### config.mk
export PLATFORM = sky130hd
export DESIGN_NAME = uad_decoder
export DESIGN_NICKNAME = d
export VERILOG_FILES = /design/src/rtl/uad_pkg.sv /design/src/rtl/uad_decoder.sv /design/src/rtl/uad_region_decode.sv
export VERILOG_INCLUDE_DIRS = /design/src /design/src/rtl
export SDC_FILE = /design/constraint.sdc
export NUM_CORES = 1
export LEC_CHECK = 0
export BUFFER_PORTS_ARGS = -buffer_cell sky130_fd_sc_hd__buf_2
export CAP_MARGIN = 20
export CORE_MARGIN = 2
export CORE_UTILIZATION = 47
export CTS_CLUSTER_SIZE = 40
export DETAILED_ROUTE_END_ITERATION = 12
export PLACE_DENSITY = 0.84
export SYNTH_ARGS = -nofsm -noshare
export SYNTH_HDL_FRONTEND = slang
export SYNTH_HIERARCHICAL = 1
export SYNTH_SLANG_ARGS = --single-unit
### constraint.sdc
create_clock -name clk -period 2.8 [get_ports clk]
set_input_delay 0.56 -clock clk [delete_from_list [all_inputs] [get_ports clk]]
set_output_delay 0.56 -clock clk [all_outputs]
set_load 0.01 [all_outputs]
### src/rtl/uad_consts.svh
// Address map constants for the user mode address decoder
`ifndef UAD_CONSTS_SVH
`define UAD_CONSTS_SVH
`define UAD_AW          14
`define UAD_DW          8
`define UAD_IO_LO       14'h0000
`define UAD_IO_HI       14'h001F
`define UAD_PZ_LO       14'h0020
`define UAD_PZ_HI       14'h004F
`define UAD_RAM_LO      14'h0050
`define UAD_RAM_HI      14'h010F
`define UAD_STK_LO      14'h00C0
`define UAD_STK_HI      14'h00FF
`define UAD_EE_LO       14'h0140
`define UAD_EE_HI       14'h01BF
`define UAD_PE_LO       14'h1FC0
`define UAD_PE_HI       14'h3EFF
`define UAD_UV_LO       14'h3FF0
`define UAD_UV_HI       14'h3FFF
`define UAD_SLOT_PDA    5'h00
`define UAD_SLOT_DDA    5'h04
`define UAD_SLOT_SCR    5'h0A
`define UAD_SLOT_SSR    5'h0B
`define UAD_SLOT_SDR    5'h0C
`define UAD_SLOT_TCR    5'h12
`define UAD_SLOT_TSR    5'h13
`define UAD_SLOT_ICH    5'h14
`define UAD_SLOT_ICL    5'h15
`define UAD_SLOT_OCH    5'h16
`define UAD_SLOT_OCL    5'h17
`define UAD_SLOT_TMH    5'h18
`define UAD_SLOT_TML    5'h19
`define UAD_SLOT_ACH    5'h1A
`define UAD_SLOT_ACL    5'h1B
`define UAD_SLOT_EEP    5'h1C
`define UAD_SLOT_ADR    5'h1D
`define UAD_SLOT_ADC    5'h1E
`define UAD_UNDEF_RD    8'h00
`endif

### src/rtl/uad_pkg.sv
// Types shared by the user mode address decoder
package uad_pkg;
   typedef enum logic [2:0] {
      UAD_RGN_NONE,
      UAD_RGN_IO,
      UAD_RGN_PZ,
      UAD_RGN_RAM,
      UAD_RGN_EE,
      UAD_RGN_PE,
      UAD_RGN_UV
   } uad_region_t;

   typedef struct packed {
      logic        valid;
      logic        wr;
      logic [13:0] addr;
      logic [7:0]  wdata;
   } uad_req_t;

   typedef struct packed {
      logic        io;
      logic        pz;
      logic        ram;
      logic        stack;
      logic        ee;
      logic        pe;
      logic        uv;
   } uad_rsel_t;
endpackage : uad_pkg

### src/rtl/uad_decoder.sv
// User mode address decoder top
// Function
// - Decode 14-bit address over 16 Kbyte space
// - One region selected per access, stack with RAM
// - Low 32 bytes are register slots
// - RAM selected 0x0050 to 0x010F
// - Stack window 0x00C0 to 0x00FF
// - Data EEPROM 128 bytes from 0x0140
// - EEPROM programming register at slot 0x1C
// - Program EEPROM 0x1FC0 to 0x3EFF
// - Page-zero EEPROM 0x0020 to 0x004F
// - User vectors 0x3FF0 to 0x3FFF
// - Program EEPROM writes only in bootloader
// - Port data registers at slots 0-3
// - Port direction registers at slots 4-7
// - Timer and alternate counter at 0x18-0x1B
// - Capture and compare at 0x14-0x17
// - Converter registers at 0x1D, 0x1E
// - Timer control, status at 0x12, 0x13
// - Bus clock is oscillator over two
// - Serial port registers at 0x0A-0x0C
`timescale 1ns/10ps
`include "uad_consts.svh"
module uad_decoder import uad_pkg::*; #(
   parameter int AW = `UAD_AW,
   parameter int DW = `UAD_DW
) (
   input  wire logic            clk,
   input  wire logic            resetn,
   input  wire logic            boot_mode,
   input  wire uad_req_t        req,
   output logic                 bus_phase_clock,
   output uad_rsel_t            rsel,
   output logic [31:0]          io_sel,
   output logic                 rd_en,
   output logic                 wr_en,
   output logic [AW-1:0]        addr_out,
   output logic [DW-1:0]        wdata_out,
   output logic                 undef_rd
);
   ////////////////////////////////////////////////////////////
   // Reset release
   logic rst_s1;
   logic rst_n;
   always_ff @(posedge clk or negedge resetn) begin
      if (!resetn) begin
         rst_s1 <= 1'b0;
         rst_n  <= 1'b0;
      end else begin
         rst_s1 <= 1'b1;
         rst_n  <= rst_s1;
      end
   end

   ////////////////////////////////////////////////////////////
   // Boot mode strap input synchroniser
   logic boot_s1;
   logic boot_s2;
   logic boot_s3;
   logic boot_q;
   always_ff @(posedge clk or negedge rst_n) begin
      if (!rst_n) begin
         boot_s1 <= 1'b0;
         boot_s2 <= 1'b0;
         boot_s3 <= 1'b0;
         boot_q  <= 1'b0;
      end else begin
         boot_s1 <= boot_mode;
         boot_s2 <= boot_s1;
         boot_s3 <= boot_s2;
         if (boot_s2 == boot_s3) begin
            boot_q <= boot_s3;
         end
      end
   end

   ////////////////////////////////////////////////////////////
   // Bus phase clock: clk divided by two
   always_ff @(posedge clk or negedge rst_n) begin
      if (!rst_n) begin
         bus_phase_clock <= 1'b0;
      end else begin
         bus_phase_clock <= ~bus_phase_clock;
      end
   end

   ////////////////////////////////////////////////////////////
   // Region decode
   uad_region_t region;
   logic        in_stack;

   uad_region_decode u_region (
      .addr     (req.addr),
      .region   (region),
      .in_stack (in_stack)
   );

   ////////////////////////////////////////////////////////////
   // Slot table of the register space
   function automatic logic slot_known(input logic [4:0] s);
      logic k;
      k = 1'b0;
      unique case (s)
         `UAD_SLOT_PDA: k = 1'b1;
         5'h01:         k = 1'b1;
         5'h02:         k = 1'b1;
         5'h03:         k = 1'b1;

         `UAD_SLOT_DDA: k = 1'b1;
         5'h05:         k = 1'b1;
         5'h06:         k = 1'b1;
         5'h07:         k = 1'b1;

         5'h08:         k = 1'b0;
         5'h09:         k = 1'b0;

         `UAD_SLOT_SCR: k = 1'b1;
         `UAD_SLOT_SSR: k = 1'b1;
         `UAD_SLOT_SDR: k = 1'b1;

         5'h0D:         k = 1'b0;
         5'h0E:         k = 1'b0;
         5'h0F:         k = 1'b0;
         5'h10:         k = 1'b0;
         5'h11:         k = 1'b0;

         `UAD_SLOT_TCR: k = 1'b1;
         `UAD_SLOT_TSR: k = 1'b1;

         `UAD_SLOT_ICH: k = 1'b1;
         `UAD_SLOT_ICL: k = 1'b1;
         `UAD_SLOT_OCH: k = 1'b1;
         `UAD_SLOT_OCL: k = 1'b1;

         `UAD_SLOT_TMH: k = 1'b1;
         `UAD_SLOT_TML: k = 1'b1;
         `UAD_SLOT_ACH: k = 1'b1;
         `UAD_SLOT_ACL: k = 1'b1;

         `UAD_SLOT_EEP: k = 1'b1;
         `UAD_SLOT_ADR: k = 1'b1;
         `UAD_SLOT_ADC: k = 1'b1;

         5'h1F:         k = 1'b0;
      endcase
      return k;
   endfunction : slot_known

   function automatic logic [31:0] slot_onehot(input logic [4:0] s);
      return 32'h00000001 << s;
   endfunction : slot_onehot

   function automatic logic prog_region(input uad_region_t r);
      return (r == UAD_RGN_PE) || (r == UAD_RGN_PZ) || (r == UAD_RGN_UV);
   endfunction : prog_region

   ////////////////////////////////////////////////////////////
   // Next select values
   uad_rsel_t   next_rsel;
   logic [31:0] next_io_sel;
   logic        next_rd;
   logic        next_wr;
   logic        next_undef;
   logic [4:0]  slot;
   logic        prog_blk;
   logic        slot_ok;

   assign slot    = req.addr[4:0];
   assign slot_ok = slot_known(slot);
   // Program EEPROM regions are write protected outside bootloader
   assign prog_blk = req.wr && !boot_q && prog_region(region);

   ////////////////////////////////////////////////////////////
   // Next region select
   always_comb begin
      next_rsel = '0;
      if (req.valid) begin
         unique case (region)
            UAD_RGN_IO:   next_rsel.io = 1'b1;
            UAD_RGN_PZ:   next_rsel.pz = 1'b1;
            UAD_RGN_RAM: begin
               next_rsel.ram   = 1'b1;
               next_rsel.stack = in_stack;
            end
            UAD_RGN_EE:   next_rsel.ee = 1'b1;
            UAD_RGN_PE:   next_rsel.pe = 1'b1;
            UAD_RGN_UV:   next_rsel.uv = 1'b1;
            UAD_RGN_NONE: next_rsel    = '0;
         endcase
      end
   end

   ////////////////////////////////////////////////////////////
   // Next register slot select
   always_comb begin
      next_io_sel = 32'h00000000;
      if (req.valid && region == UAD_RGN_IO && slot_ok) begin
         next_io_sel = slot_onehot(slot);
      end
   end

   ////////////////////////////////////////////////////////////
   // Next read strobe
   always_comb begin
      next_rd = req.valid && !req.wr;
   end

   ////////////////////////////////////////////////////////////
   // Next write strobe
   always_comb begin
      next_wr = 1'b0;
      if (req.valid && req.wr) begin
         unique case (region)
            UAD_RGN_IO:                         next_wr = slot_ok;
            UAD_RGN_RAM, UAD_RGN_EE:            next_wr = 1'b1;
            UAD_RGN_PZ, UAD_RGN_PE, UAD_RGN_UV: next_wr = !prog_blk;
            UAD_RGN_NONE:                       next_wr = 1'b0;
         endcase
      end
   end

   ////////////////////////////////////////////////////////////
   // Next undefined read flag
   always_comb begin
      next_undef = 1'b0;
      if (req.valid && !req.wr) begin
         next_undef = (region == UAD_RGN_NONE) || (region == UAD_RGN_IO && !slot_ok);
      end
   end

   ////////////////////////////////////////////////////////////
   // Registered region select
   always_ff @(posedge clk or negedge rst_n) begin
      if (!rst_n) begin
         rsel <= '0;
      end else begin
         rsel <= next_rsel;
      end
   end

   ////////////////////////////////////////////////////////////
   // Registered register slot select
   always_ff @(posedge clk or negedge rst_n) begin
      if (!rst_n) begin
         io_sel <= 32'h00000000;
      end else begin
         io_sel <= next_io_sel;
      end
   end

   ////////////////////////////////////////////////////////////
   // Registered read strobe
   always_ff @(posedge clk or negedge rst_n) begin
      if (!rst_n) begin
         rd_en <= 1'b0;
      end else begin
         rd_en <= next_rd;
      end
   end

   ////////////////////////////////////////////////////////////
   // Registered write strobe
   always_ff @(posedge clk or negedge rst_n) begin
      if (!rst_n) begin
         wr_en <= 1'b0;
      end else begin
         wr_en <= next_wr;
      end
   end

   ////////////////////////////////////////////////////////////
   // Registered undefined read flag
   always_ff @(posedge clk or negedge rst_n) begin
      if (!rst_n) begin
         undef_rd <= 1'b0;
      end else begin
         undef_rd <= next_undef;
      end
   end

   ////////////////////////////////////////////////////////////
   // Delayed bus address
   always_ff @(posedge clk or negedge rst_n) begin
      if (!rst_n) begin
         addr_out <= '0;
      end else begin
         addr_out <= req.addr[AW-1:0];
      end
   end

   ////////////////////////////////////////////////////////////
   // Delayed write data
   always_ff @(posedge clk or negedge rst_n) begin
      if (!rst_n) begin
         wdata_out <= '0;
      end else begin
         wdata_out <= req.wdata[DW-1:0];
      end
   end
endmodule : uad_decoder

### src/rtl/uad_region_decode.sv
// Combinational region decode of a bus address
`timescale 1ns/10ps
`include "uad_consts.svh"
module uad_region_decode import uad_pkg::*; (
   input  wire logic [13:0] addr,
   output uad_region_t      region,
   output logic             in_stack
);
   always_comb begin
      region = UAD_RGN_NONE;
      if (addr <= `UAD_IO_HI) begin
         region = UAD_RGN_IO;
      end else if (addr >= `UAD_PZ_LO && addr <= `UAD_PZ_HI) begin
         region = UAD_RGN_PZ;
      end else if (addr >= `UAD_RAM_LO && addr <= `UAD_RAM_HI) begin
         region = UAD_RGN_RAM;
      end else if (addr >= `UAD_EE_LO && addr <= `UAD_EE_HI) begin
         region = UAD_RGN_EE;
      end else if (addr >= `UAD_PE_LO && addr <= `UAD_PE_HI) begin
         region = UAD_RGN_PE;
      end else if (addr >= `UAD_UV_LO) begin
         region = UAD_RGN_UV;
      end
   end

   assign in_stack = (addr >= `UAD_STK_LO) && (addr <= `UAD_STK_HI);
endmodule : uad_region_decode

# Word level (Yosys, flattened, before mapping)
# Memories as Yosys holds them, arrays and structs flattened.
# Cells that the tools add are included.
# word_totals
regBits	71
rom_bits	32
input_bits	27
out_inout_bits	65
word_cells	81
memories	1
# classes
n_lt_le_gt_ge	12
n_eq_ne	7
n_shift	1
muxes	17
n_bitwise	1
n_reduce_logical	22
# memory_table
memory	depth	width	read_ports	rd_clocked_by_memory_dff	write_ports	line_no	source
(no name shown)	32	1	1	0	0	uad_decoder.sv:103	unique case (s)
# op_table
cell	n
$mux W32	1
$shl A1 B5 Y32 const A	1
$le A14 B9 Y1 const B	2
$mux W3	6
$ge A14 B13 Y1 const B	1
$ge A14 B14 Y1 const B	1
$ge A14 B6 Y1 const B	1
$ge A14 B7 Y1 const B	1
$ge A14 B8 Y1 const B	1
$ge A14 B9 Y1 const B	1
$le A14 B14 Y1 const B	1
$le A14 B5 Y1 const B	1
$le A14 B7 Y1 const B	1
$le A14 B8 Y1 const B	1
$logic_and A1 B1 Y1	12
$eq A3 B3 Y1 const B	3
$mux W1	7
$mux W7	1
$eq A3 B2 Y1 const B	2
$logic_not A1 Y1	4
$pmux W1 S4	1
$eq A3 B1 Y1 const B	1
$logic_not A3 Y1	1
$logic_or A1 B1 Y1	3
other kinds (5)	5

# Depth between registers and ports, before layout
# Gate-level depths: netlist (run 1).
# depth
depth_word	14
ltp_mapped	7
ltp_nobuf	7

# Modules after synthesis
# Netlist (run 1), hierarchy kept.
# by_module_without_submodules
mod	instances	cells_per_inst	area_each_um2	seq_area_each_um2
uad_decoder	1	142	2179.6	1776.7
uad_region_decode	1	24	165.2	0.0

# Worst setup path before layout (run 1)
# Ideal clock, no wire load.
# synth_timing
kind	input port to flip-flop
from	input req[20] (netlist bit)
to	register io_sel[3]
arrival_ps	2331
slack_ps	389
path_stages	7
path_buffers	1
cell_sequence	nor4_1 nand4_1 o211ai_1 nand2b_1 or4_4 buf_6 nor3_4
# synth_between
elab_chain_len	11
# synth_rtl
item	line_no	source
start, declared	uad_decoder.sv:31	input wire uad_req_t req,
$ge A14 B13 Y1 (no line) / $le A14 B14 Y1 (equally long branches)	n/a	
$logic_and A1 B1 Y1 (no line)	n/a	
$mux W3	uad_region_decode.sv:19	end else if (addr >= `UAD_PE_LO && addr <= `UAD_PE_HI) begin
$mux W3	uad_region_decode.sv:17	end else if (addr >= `UAD_EE_LO && addr <= `UAD_EE_HI) begin
$mux W3	uad_region_decode.sv:15	end else if (addr >= `UAD_RAM_LO && addr <= `UAD_RAM_HI) begin
$mux W3	uad_region_decode.sv:13	end else if (addr >= `UAD_PZ_LO && addr <= `UAD_PZ_HI) begin
$mux W3 (*)	uad_region_decode.sv:11	if (addr <= `UAD_IO_HI) begin
net region[0]	uad_decoder.sv:89	uad_region_t region;
$eq A3 B1 Y1 (*)	uad_decoder.sv:197	if (req.valid && region == UAD_RGN_IO && slot_ok) begin
$logic_and A1 B1 Y1 (*) (2 in a row)	uad_decoder.sv:197	
$mux W32 (*)	uad_decoder.sv:197	
net next_io_sel[3]	uad_decoder.sv:160	logic [31:0] next_io_sel;
end signal, assigned	uad_decoder.sv:247	io_sel <= next_io_sel;
end, declared	uad_decoder.sv:34	output logic [31:0] io_sel,
# The timed path passes the listed nets; every way through them passes the cells marked *.
# A chain may end at the register's enable or synchronous reset.

# Worst setup path in the final report (run 1)
# layout_timing
from	input req[19] (netlist bit)
to	register io_sel[7]
# The elaborated chain is that of the path after synthesis.

==> results of run 1 <==
kinds of logic after synthesis:
logic type | Yosys count | synth area share
XOR/XNOR | 2 | 0.00747
AND/OR/NAND/NOR | 69 | 0.169
other | 2 | 0.00320
adder cells (fa/ha/maj) | 1 | 0.00427
buffers and inverters | 8 | 0.0171
flip-flops | 71 | 0.758
AO/OA/AOI/OAI | 13 | 0.0416
synthesized netlist by cell type (2+ instances only):
library cell   n
a21o_1         2
conb_1         2
dfrtp_1       71
inv_1          4
nand2_1        7
nand2b_1       2
nand3_1        4
nand3b_1       4
nand4_1        3
nor2_1        22
nor2_2         6
nor3_1         5
o211ai_1       2
o21ai_0        3
o311ai_0       2
or3b_2         3
or4_4          2
sequential cells by signal, summed over array words and instances (netlist names):
name	count
wdata_out	8
boot_s3	1
bus_phase_clock	1
addr_out	14
io_sel	32
boot_s1	1
wr_en	1
rst_n	1
boot_s2	1
rst_s1	1
boot_q	1
rsel	7
undef_rd	1
rd_en	1
through the flow:
step | area, µm² | hold WS [ns] | util | setup slack [ns]
CTS | 3130 | 0.308 | 0.658 | 0.628
global route | 3130 | 0.311 | 0.658 | 0.400
finish | 3130 | 0.327 | 0.658 | 0.589
floorplan | 2370 | 0.264 | - | 0.389
detailed placement | 2920 | 0.337 | 0.615 | 0.258
global placement | 2920 | 0.333 | 0.615 | 0.359
report_power, final:
group          switching [W]  internal (W)
Combinational      0.0000836     0.0000535
Clock               0.000365      0.000412
Sequential         0.0000181       0.00106
what timing repair did:
action / in CTS / in global routing
hold buffers: 1 / 0
resized for setup: 0 / 0
endpoints found under the setup margin: 0 / 0
endpoints found under the hold margin: 2 / 0
area by class of cell:
type	count	area, µm²	area share
well taps	67	83.8	0.0268
clock buffers	9	124	0.0396
clock inverters	7	72.6	0.0232
flip-flops and latches	71	1780	0.568
multi-input cells	94	554	0.177
repair buffers	97	503	0.161
inverters	4	15.0	0.00480
layer usage:
metal  vias up  track usage  part of all wire
li1        770            -                 -
met1       798        0.232              0.43
met2        69        0.292              0.50
met3         8       0.0375             0.057
met4         0       0.0972             0.018
met5         -            0                 0
worst paths after layout:
path / from / to
setup / recovery: req[19] / io_sel[7]$_DFF_PN0_
setup reg to reg: rst_n$_DFF_PN0_ / io_sel[25]$_DFF_PN0_
min in group clk: req[3] / wdata_out[3]$_DFF_PN0_
hold reg to reg: rst_n$_DFF_PN0_ / io_sel[13]$_DFF_PN0_
max in group asynchronous: rst_n$_DFF_PN0_ / io_sel[25]$_DFF_PN0_
hold / removal: rst_n$_DFF_PN0_ / io_sel[13]$_DFF_PN0_
==> summary.md, run 1 <==
| Metric | Value |
|---|---|
| Mean Syn Cell Area | 14.1 µm² |
| Crit Path Class | in2reg |
| Worst Path Buf+Inv | 1 |
| Sequential fraction of the synthesis area | 0.758 |
| Remaining antenna violation count | 0 |
| Final hold vios | 0 |
| DP Wirelength | 3500 µm |
| R2R cell count | 1 |
| WL/cell | 13.2 µm |
| Iter 0 DRT Violations | 87 |
| Vias in the first global route | 1,566 |
| Root Driver | clkbuf_8 |
| Htree depth | 3 |
| FILL cells | 377 |
| Crit path max-delay cell type | or4_2 |
| Port Buffers | 91 |
| CP endpoint kind | flop |
| Layout cells sized above 1 | 0.457 |
| Area Overhead vs Synth | 33.5% |
| Area contributors post-synth | dfrtp_1 (76%), nor2_1 (3.5%), nor2_2 (1.6%) |
| Slew headroom | 0.511 |
| Async SR Flop Fraction | 1.00 |
| Delay-heaviest family, CP | simple AND/OR/NAND/NOR gates |
| Reg clk slew, reported paths | 0.07 ns |
| Max-Cap Viols | 0 |
| Minimum clock period | 2.21 ns |
| Max incr delay on CP | 0.68 ns |
| Starting Density | 0.493 |
| Gpl congestion | 0.779 |
| CTS Buf Count | 9 |
| Power after layout | 0.00199 W |
| Worst Skew | 0.00423 ns |
| CTS sink count | 71 |
| Required time worst endpoint | 3.03 ns |
| Die X | 74.6 µm |
| Max FO, Critical Path | 8 |
| Final Cycle Share | 0.790 |
| Initial antenna violation count | 0 |
| Gr ovfl total | 0 |
| Post-synth top area share | 0.758 |
| Max-slew violations | 0 |
| Crit path launch type | input port |
| Worst EP arrival | 2.44 ns |
| Hold WC Path Type | reg2async |
| TritonRoute pass-1 iters | 4 |
| Ys flop type | dfrtp_1 |
| Most frequent cells in the layout | buf_2 (91), dfrtp_1 (70), nor2_1 (22) |
| FP Rows | 25 |
| Die ar. | 5570 µm² |
| Drt via density | 4.71 |
| Fmax | 452 MHz |
| TNS Setup | 0 ns |
| Die Y | 74.6 µm |
| Maximum number of pins on one net before global-route repair | 36 |
| Final setup viols | 0 |
| Cell area after synthesis | 2340 µm² |
| Number of cells on the critical path | 8 |
| YS warnings | 6 |
| Residual DRC | 0 |
| RSZ-0062 raised after global routing | false |
| Layout Nets | 304 |
| Area leader, netlist | dfrtp_1 |
| Flops & latches, synth | 71 |
| P_leak | 1.63 nW |
| CTS tree | done |
| Commonest non-fill, non-tap cell in the layout | buf_2 |
| Global-route wire length before repair | 7240 µm |
| CTS Buffer Depth | 2 |
| R2r setup slk | 1.67 ns |
| GRT Util Overall | 0.181 |
| Power Dens Cells | 635 nW/µm² |
| Worst-case vdd ir drop | 0.398 mV |
| Post-CTS Setup Inserts | 0 |
| Worst-Margin Slew | 0.733 ns |
| EDFF count, synth | 0 |
| Worst-skew pair later-pin latency | 0.33 ns |
| Yosys cell types | 39 |
| I/O pins | 92 |
| Routed vias | 1,645 |
| Total wire length | 4600 µm |
| Mapped Cells | 166 |
| Antenna diodes | 0 |
| Status | complete, no violations |
| Floorplan core area | 4750 µm² |
| Fin cells | 349 |
| CP cell instances | buf_2, nand3_1, or4_2, o211ai_1, nand2b_1, nor2_2, nand3b_1, nor3_1 |
| Dpl cells | 332 |
Note: power is estimated with default switching activity, not from simulation.
==> run 2: changes to the inputs <==
ABC_AREA = 1   (was not set)
CORE_UTILIZATION = 48   (was 47)
clock period = 2.1 ns   (was 2.8 ns; I/O delays follow)
==> run 2 against run 1 <==
Effect of this change: die area is 5.3% higher; total power grew 31%; count of clock-buffer cells in the layout grew 1; sequential power rose by 31%; global-route usage is 0.34 points higher; first-iteration DRC count increased by 22%; synthesized area grew 7.9%; routed wire length grew 5.6%; via count rose by 13%; critical path depth grew 3.
==> summary.md, run 2 <==
| Metric | Value |
|---|---|
| P_leak | 1.74 nW |
| CTS Buffer Depth | 2 |
| CP most frequent cell | nand3_1 |
| Port Buffers | 91 |
| Worst EP arrival | 1.99 ns |
| Layout cells sized above 1 | 0.414 |
| CP cell instances | buf_2, o21ai_0, nand3_1, nand2_1, nand3_1, inv_2, nand2_2, nor3_4, nand3b_1, buf_4, nor3_1 |
| GRT Util Overall | 0.184 |
| Starting Density | 0.495 |
| Htree depth | 3 |
| Root Driver | clkbuf_8 |
| Residual DRC | 0 |
| Crit path from | req[12] |
| Die X | 76.6 µm |
| Iter 0 DRT Violations | 106 |
| R2r setup slk | 1.24 ns |
| Hold WC Path Type | reg2async |
| Initial antenna violation count | 0 |
| Commonest non-fill, non-tap cell in the layout | buf_2 |
| Max incr delay on CP | 0.21 ns |
| Pre-CTS WS | 0.0236 ns |
| Ys flop type | dfrtp_1 |
| Power Dens Cells | 794 nW/µm² |
| Minimum clock period | 1.75 ns |
| Worst R2R Start | boot_q$_DFFE_PN0N_ |
| Final WS setup | 0.346 ns |
| CTS tree | done |
| Async SR Flop Fraction | 1.00 |
| Vias in the first global route | 1,853 |
| Largest register FFs | 32 |
| Maximum number of pins on one net before global-route repair | 59 |
| CP endpoint kind | flop |
| Routed vias | 1,861 |
| Max-slew violations | 0 |
| CTS sink count | 71 |
| Status | complete, no violations |
| Mean Syn Cell Area | 11.7 µm² |
| Post-synth top area share | 0.702 |
| Flops & latches, synth | 71 |
| Mapped Cells | 216 |
| Area Overhead vs Synth | 29.9% |
| Yosys cell types | 24 |
| Top Registers | io_sel x32, addr_out x14, wdata_out x8 |
| Required time worst endpoint | 2.34 ns |
| Biggest register | io_sel |
| TritonRoute pass-1 iters | 4 |
| Die Y | 76.6 µm |
| Floorplan core area | 5110 µm² |
| Sequential fraction of the synthesis area | 0.702 |
| R2R cell count | 1 |
| Area contributors post-synth | dfrtp_1 (70%), nor2_1 (5.0%), nand3_1 (4.2%) |
| Remaining antenna violation count | 0 |
| Worst-case vdd ir drop | 0.399 mV |
| Delay-heaviest family, CP | simple AND/OR/NAND/NOR gates |
| Global-route wire length before repair | 8310 µm |
| Worst Path Buf+Inv | 3 |
| Worst Skew | 0.0102 ns |
| Die ar. | 5870 µm² |
| Worst Setup EP | io_sel[0]$_DFF_PN0_ |
| Total wire length | 4860 µm |
| Gpl congestion | 0.862 |
| FP Rows | 26 |
| DP Wirelength | 3590 µm |
| Number of cells on the critical path | 11 |
| Final setup viols | 0 |
| Final hold vios | 0 |
| Cell area after synthesis | 2530 µm² |
| Final Cycle Share | 0.835 |
| Layout Nets | 353 |
| YS warnings | 6 |
| Gr ovfl total | 0 |
| Most numerous cell in the Yosys netlist | dfrtp_1 |
| CTS Buf Count | 9 |
| Drt via density | 4.64 |
| Worst-skew pair later-pin latency | 0.34 ns |
| Reg-to-Reg End | boot_q$_DFFE_PN0N_ |
| TNS Setup | 0 ns |
| Fmax | 570 MHz |
| I/O pins | 92 |
| Crit path max-delay cell type | o21ai_0 |
| Antenna diodes | 0 |
| Area leader, netlist | dfrtp_1 |
| Crit Path Class | in2reg |
| CTS resizes | 0 |
| Most frequent cells in the layout | buf_2 (91), dfrtp_1 (70), nor2_1 (34) |
| Max FO, Critical Path | 11 |
| Most frequent cells after synthesis | dfrtp_1 (71), nor2_1 (34), nand2_1 (26) |
| Max-Cap Viols | 0 |
| EDFF count, synth | 0 |
| Reg clk slew, reported paths | 0.08 ns |
| Crit path launch type | input port |
| WL/cell | 12.1 µm |
| RSZ-0062 raised after global routing | false |
==> run 2: worst min-delay path by stage <==
stage	to	startpoint	cells after the start	slack, ns
floorplan	rst_n$_DFF_PN0_	resetn	0	0.12
global placement	addr_out[5]$_DFF_PN0_	rst_n$_DFF_PN0_	0	0.16
detailed placement	addr_out[5]$_DFF_PN0_	rst_n$_DFF_PN0_	0	0.16
CTS	addr_out[5]$_DFF_PN0_	rst_n$_DFF_PN0_	0	0.16
global route	wdata_out[1]$_DFF_PN0_	req[1]	1	0.16
finish	addr_out[5]$_DFF_PN0_	rst_n$_DFF_PN0_	0	0.15
==> run 2: power breakdown <==
| group | switching, W | internal, W |
|---|---|---|
| logic | 0.000145 | 0.0000760 |
| registers | 0.0000152 | 0.00141 |
| clock network | 0.000500 | 0.000464 |
| total | 0.000660 | 0.00195 |
==> run 2: final cells by class <==
class,count,area [µm²]
timing repair buffer,95,500
fill,425,1820
tap,70,87.6
inverter,21,78.8
clock inverter,6,42.5
clock buffer,10,138
multi-input combinational,128,662
sequential,71,1780
==> run 2: cell families after synthesis <==
family          share of synthesized area
flops                               0.702
simple gates                        0.231
other cells                       0.00297
compound gates                     0.0129
buf+inv                            0.0465
fa+ha+maj                         0.00396
==> run 2: per-layer routing <==
metal  vias to the layer above  global-route usage  wire length [µm]  share of wire
li1                        895                   -                 -              -
met1                       876               0.211              2000           0.41
met5                         -                   0                 0              0
met2                        77               0.320              2410           0.50
met3                        13              0.0498               340          0.070
met4                         0              0.0891               105          0.022
==> run 2: stage by stage <==
step	area [µm²]	instances	utilization	hold WS (ns)	total power (W)
2_1_floorplan	2560	223	-	0.124	0.00157
3_3_place_gp	3100	384	0.606	0.155	0.00167
3_5_place_dp	3100	384	0.606	0.156	0.00167
4_1_cts	3290	401	0.644	0.159	0.00264
5_1_grt	3290	401	0.644	0.161	0.00273
6_report	3290	401	0.644	0.147	0.00261
==> run 2: timing repair <==
| action | 4_1_cts | 5_1_grt |
|---|---|---|
| buffers inserted | 0 | 0 |
| hold buffers | 1 | 0 |
| hold endpoints to repair | 2 | 0 |
==> run 3: changes to the inputs <==
ABC_AREA = 0   (was 1)
CORE_UTILIZATION = 43   (was 48)
PLACE_DENSITY = 0.81   (was 0.84)
clock period = 1.6 ns   (was 2.1 ns; I/O delays follow)
==> run 3 against run 2 <==
Effect of this change: the flow now finishes with violations (setup timing); final cell count decreased by 8.2%; worst setup slack got worse by 0.47 ns; total power grew 32%.
==> summary.md, run 3 (synthesis gave the netlist of run 1 again) <==
| Metric | Value |
|---|---|
| Global-route wire length before repair | 7800 µm |
| Power Dens Cells | 1010 nW/µm² |
| GRT Util Overall | 0.170 |
| CP endpoint kind | flop |
| Residual DRC | 0 |
| Remaining antenna violation count | 0 |
| Worst-Margin Slew | 0.550 ns |
| Final WS setup | -0.122 ns |
| Starting Density | 0.453 |
| Most frequent cells in the layout | buf_2 (83), dfrtp_1 (70), nor2_1 (19), buf_4 (19), clkbuf_8 (11) |
| Hold WC Path Type | in2reg |
| CTS sink count | 71 |
| Layout cells sized above 1 | 0.513 |
| Routed vias | 1,707 |
| Port Buffers | 91 |
| RSZ-0062 raised after global routing | true |
| Reg clk slew, reported paths | 0.07 ns |
| FP Rows | 26 |
| Total wire length | 4780 µm |
| CTS tree | done |
| Vias in the first global route | 1,643 |
| P_leak | 1.74 nW |
| Worst Skew | 0.00431 ns |
| Iter 0 DRT Violations | 110 |
| Crit Path Class | in2reg |
| Pre-CTS WS | -0.530 ns |
| Root Driver | clkbuf_8 |
| Floorplan core area | 5170 µm² |
| TNS Setup | -0.852 ns |
| DP Wirelength | 3540 µm |
| Largest register FFs | 32 |
| Slew headroom | 0.633 |
| Worst-skew pair later-pin latency | 0.33 ns |
| Fmax | 581 MHz |
| Final Cycle Share | 1.08 |
| Max-Cap Viols | 0 |
| Min Hold Slack | 0.0871 ns |
| Worst-case vdd ir drop | 0.738 mV |
| Final hold vios | 0 |
| Worst EP arrival | 1.98 ns |
| Layout Nets | 320 |
| Drt via density | 4.64 |
| TritonRoute pass-1 iters | 4 |
| Power after layout | 0.00344 W |
| Antenna diodes | 0 |
| Gpl congestion | 0.835 |
| Die X | 77.8 µm |
| Top Registers | io_sel x32, addr_out x14, wdata_out x8 |
| Commonest non-fill, non-tap cell in the layout | buf_2 |
| Max-slew violations | 0 |
| Required time worst endpoint | 1.86 ns |
| Die ar. | 6060 µm² |
| Gr ovfl total | 0 |
| I/O pins | 92 |
| Htree depth | 3 |
| Area Overhead vs Synth | 44.8% |
| WL/cell | 13.0 µm |
| Die Y | 77.8 µm |
| Biggest register | io_sel |
| CTS Buffer Depth | 2 |
| Failing checks | setup timing |
| FILL cells | 396 |
| Initial antenna violation count | 0 |
| CTS Buf Count | 9 |
| Maximum number of pins on one net before global-route repair | 27 |
| Max FO, Critical Path | 6 |
| Crit path launch type | input port |
| Minimum clock period | 1.72 ns |
| Final setup viols | 18 |
| Status | finished, violations left |
## run 3: layout make-up
| cell class | count | area [µm²] | share of cell area |
|---|---|---|---|
| clock buffer | 13 | 159 | 0.0468 |
| sequential | 71 | 1780 | 0.524 |
| clock inverter | 3 | 17.5 | 0.00516 |
| multi-input combinational | 94 | 636 | 0.187 |
| tap | 70 | 87.6 | 0.0258 |
| timing repair buffer | 113 | 702 | 0.207 |
| inverter | 4 | 15.0 | 0.00442 |
## run 3: critical path, cell delays in order
cell and delay [ns]:
buf_8 0.10, nor4_4 0.36, nand4_1 0.13, o211ai_1 0.19, buf_4 0.16, nand2b_4 0.07
or4_4 0.50, nor3_4 0.13
## run 3: path summary, 6_finish.rpt
check                      cells past startpoint               start                     end  slack, ns
max in group asynchronous                      1     rst_n$_DFF_PN0_     io_sel[2]$_DFF_PN0_       0.82
max                                            8             req[20]     io_sel[3]$_DFF_PN0_      -0.12
min                                            1           boot_mode       boot_s1$_DFF_PN0_       0.09
min in group asynchronous                      0     rst_n$_DFF_PN0_  addr_out[13]$_DFF_PN0_       0.26
min reg2reg                                    0     rst_n$_DFF_PN0_  addr_out[13]$_DFF_PN0_       0.26
max reg2reg                                    2  boot_q$_DFFE_PN0N_         wr_en$_DFF_PN0_       0.67
## run 3: repair_timing
item	in CTS	in global routing
setup buffers	3	0
hold endpoints to repair	2	0
resized for setup	17	12
hold buffers	1	0
endpoints found under the setup margin	25	28
pin swaps	9	3
## run 3: report_power, final
group / internal, W / total [W] / leakage [nW] / switching [W]
logic: 0.000144 / 0.000313 / 0.747 / 0.000169
clock network: 0.000643 / 0.00125 / 0.0894 / 0.000605
registers: 0.00185 / 0.00188 / 0.904 / 0.0000271
total: 0.00264 / 0.00344 / 1.74 / 0.000802
## run 3: per-stage QoR
stage                     instance area, µm²  cells  utilization
after global routing                    3390    368        0.656
after detailed placement                3070    348        0.594
after global placement                  3070    348        0.594
after floorplan                         2390    173            -
after CTS                               3350    368        0.648
final                                   3390    368        0.656
## run 3: layer usage
metal  global-route usage  share of wire  vias to the layer above
met1                0.211           0.41                      825
met3               0.0465          0.066                        9
met4               0.0750          0.018                        0
li1                     -              -                      801
met2                0.279           0.51                       72
met5                    0              0                        -
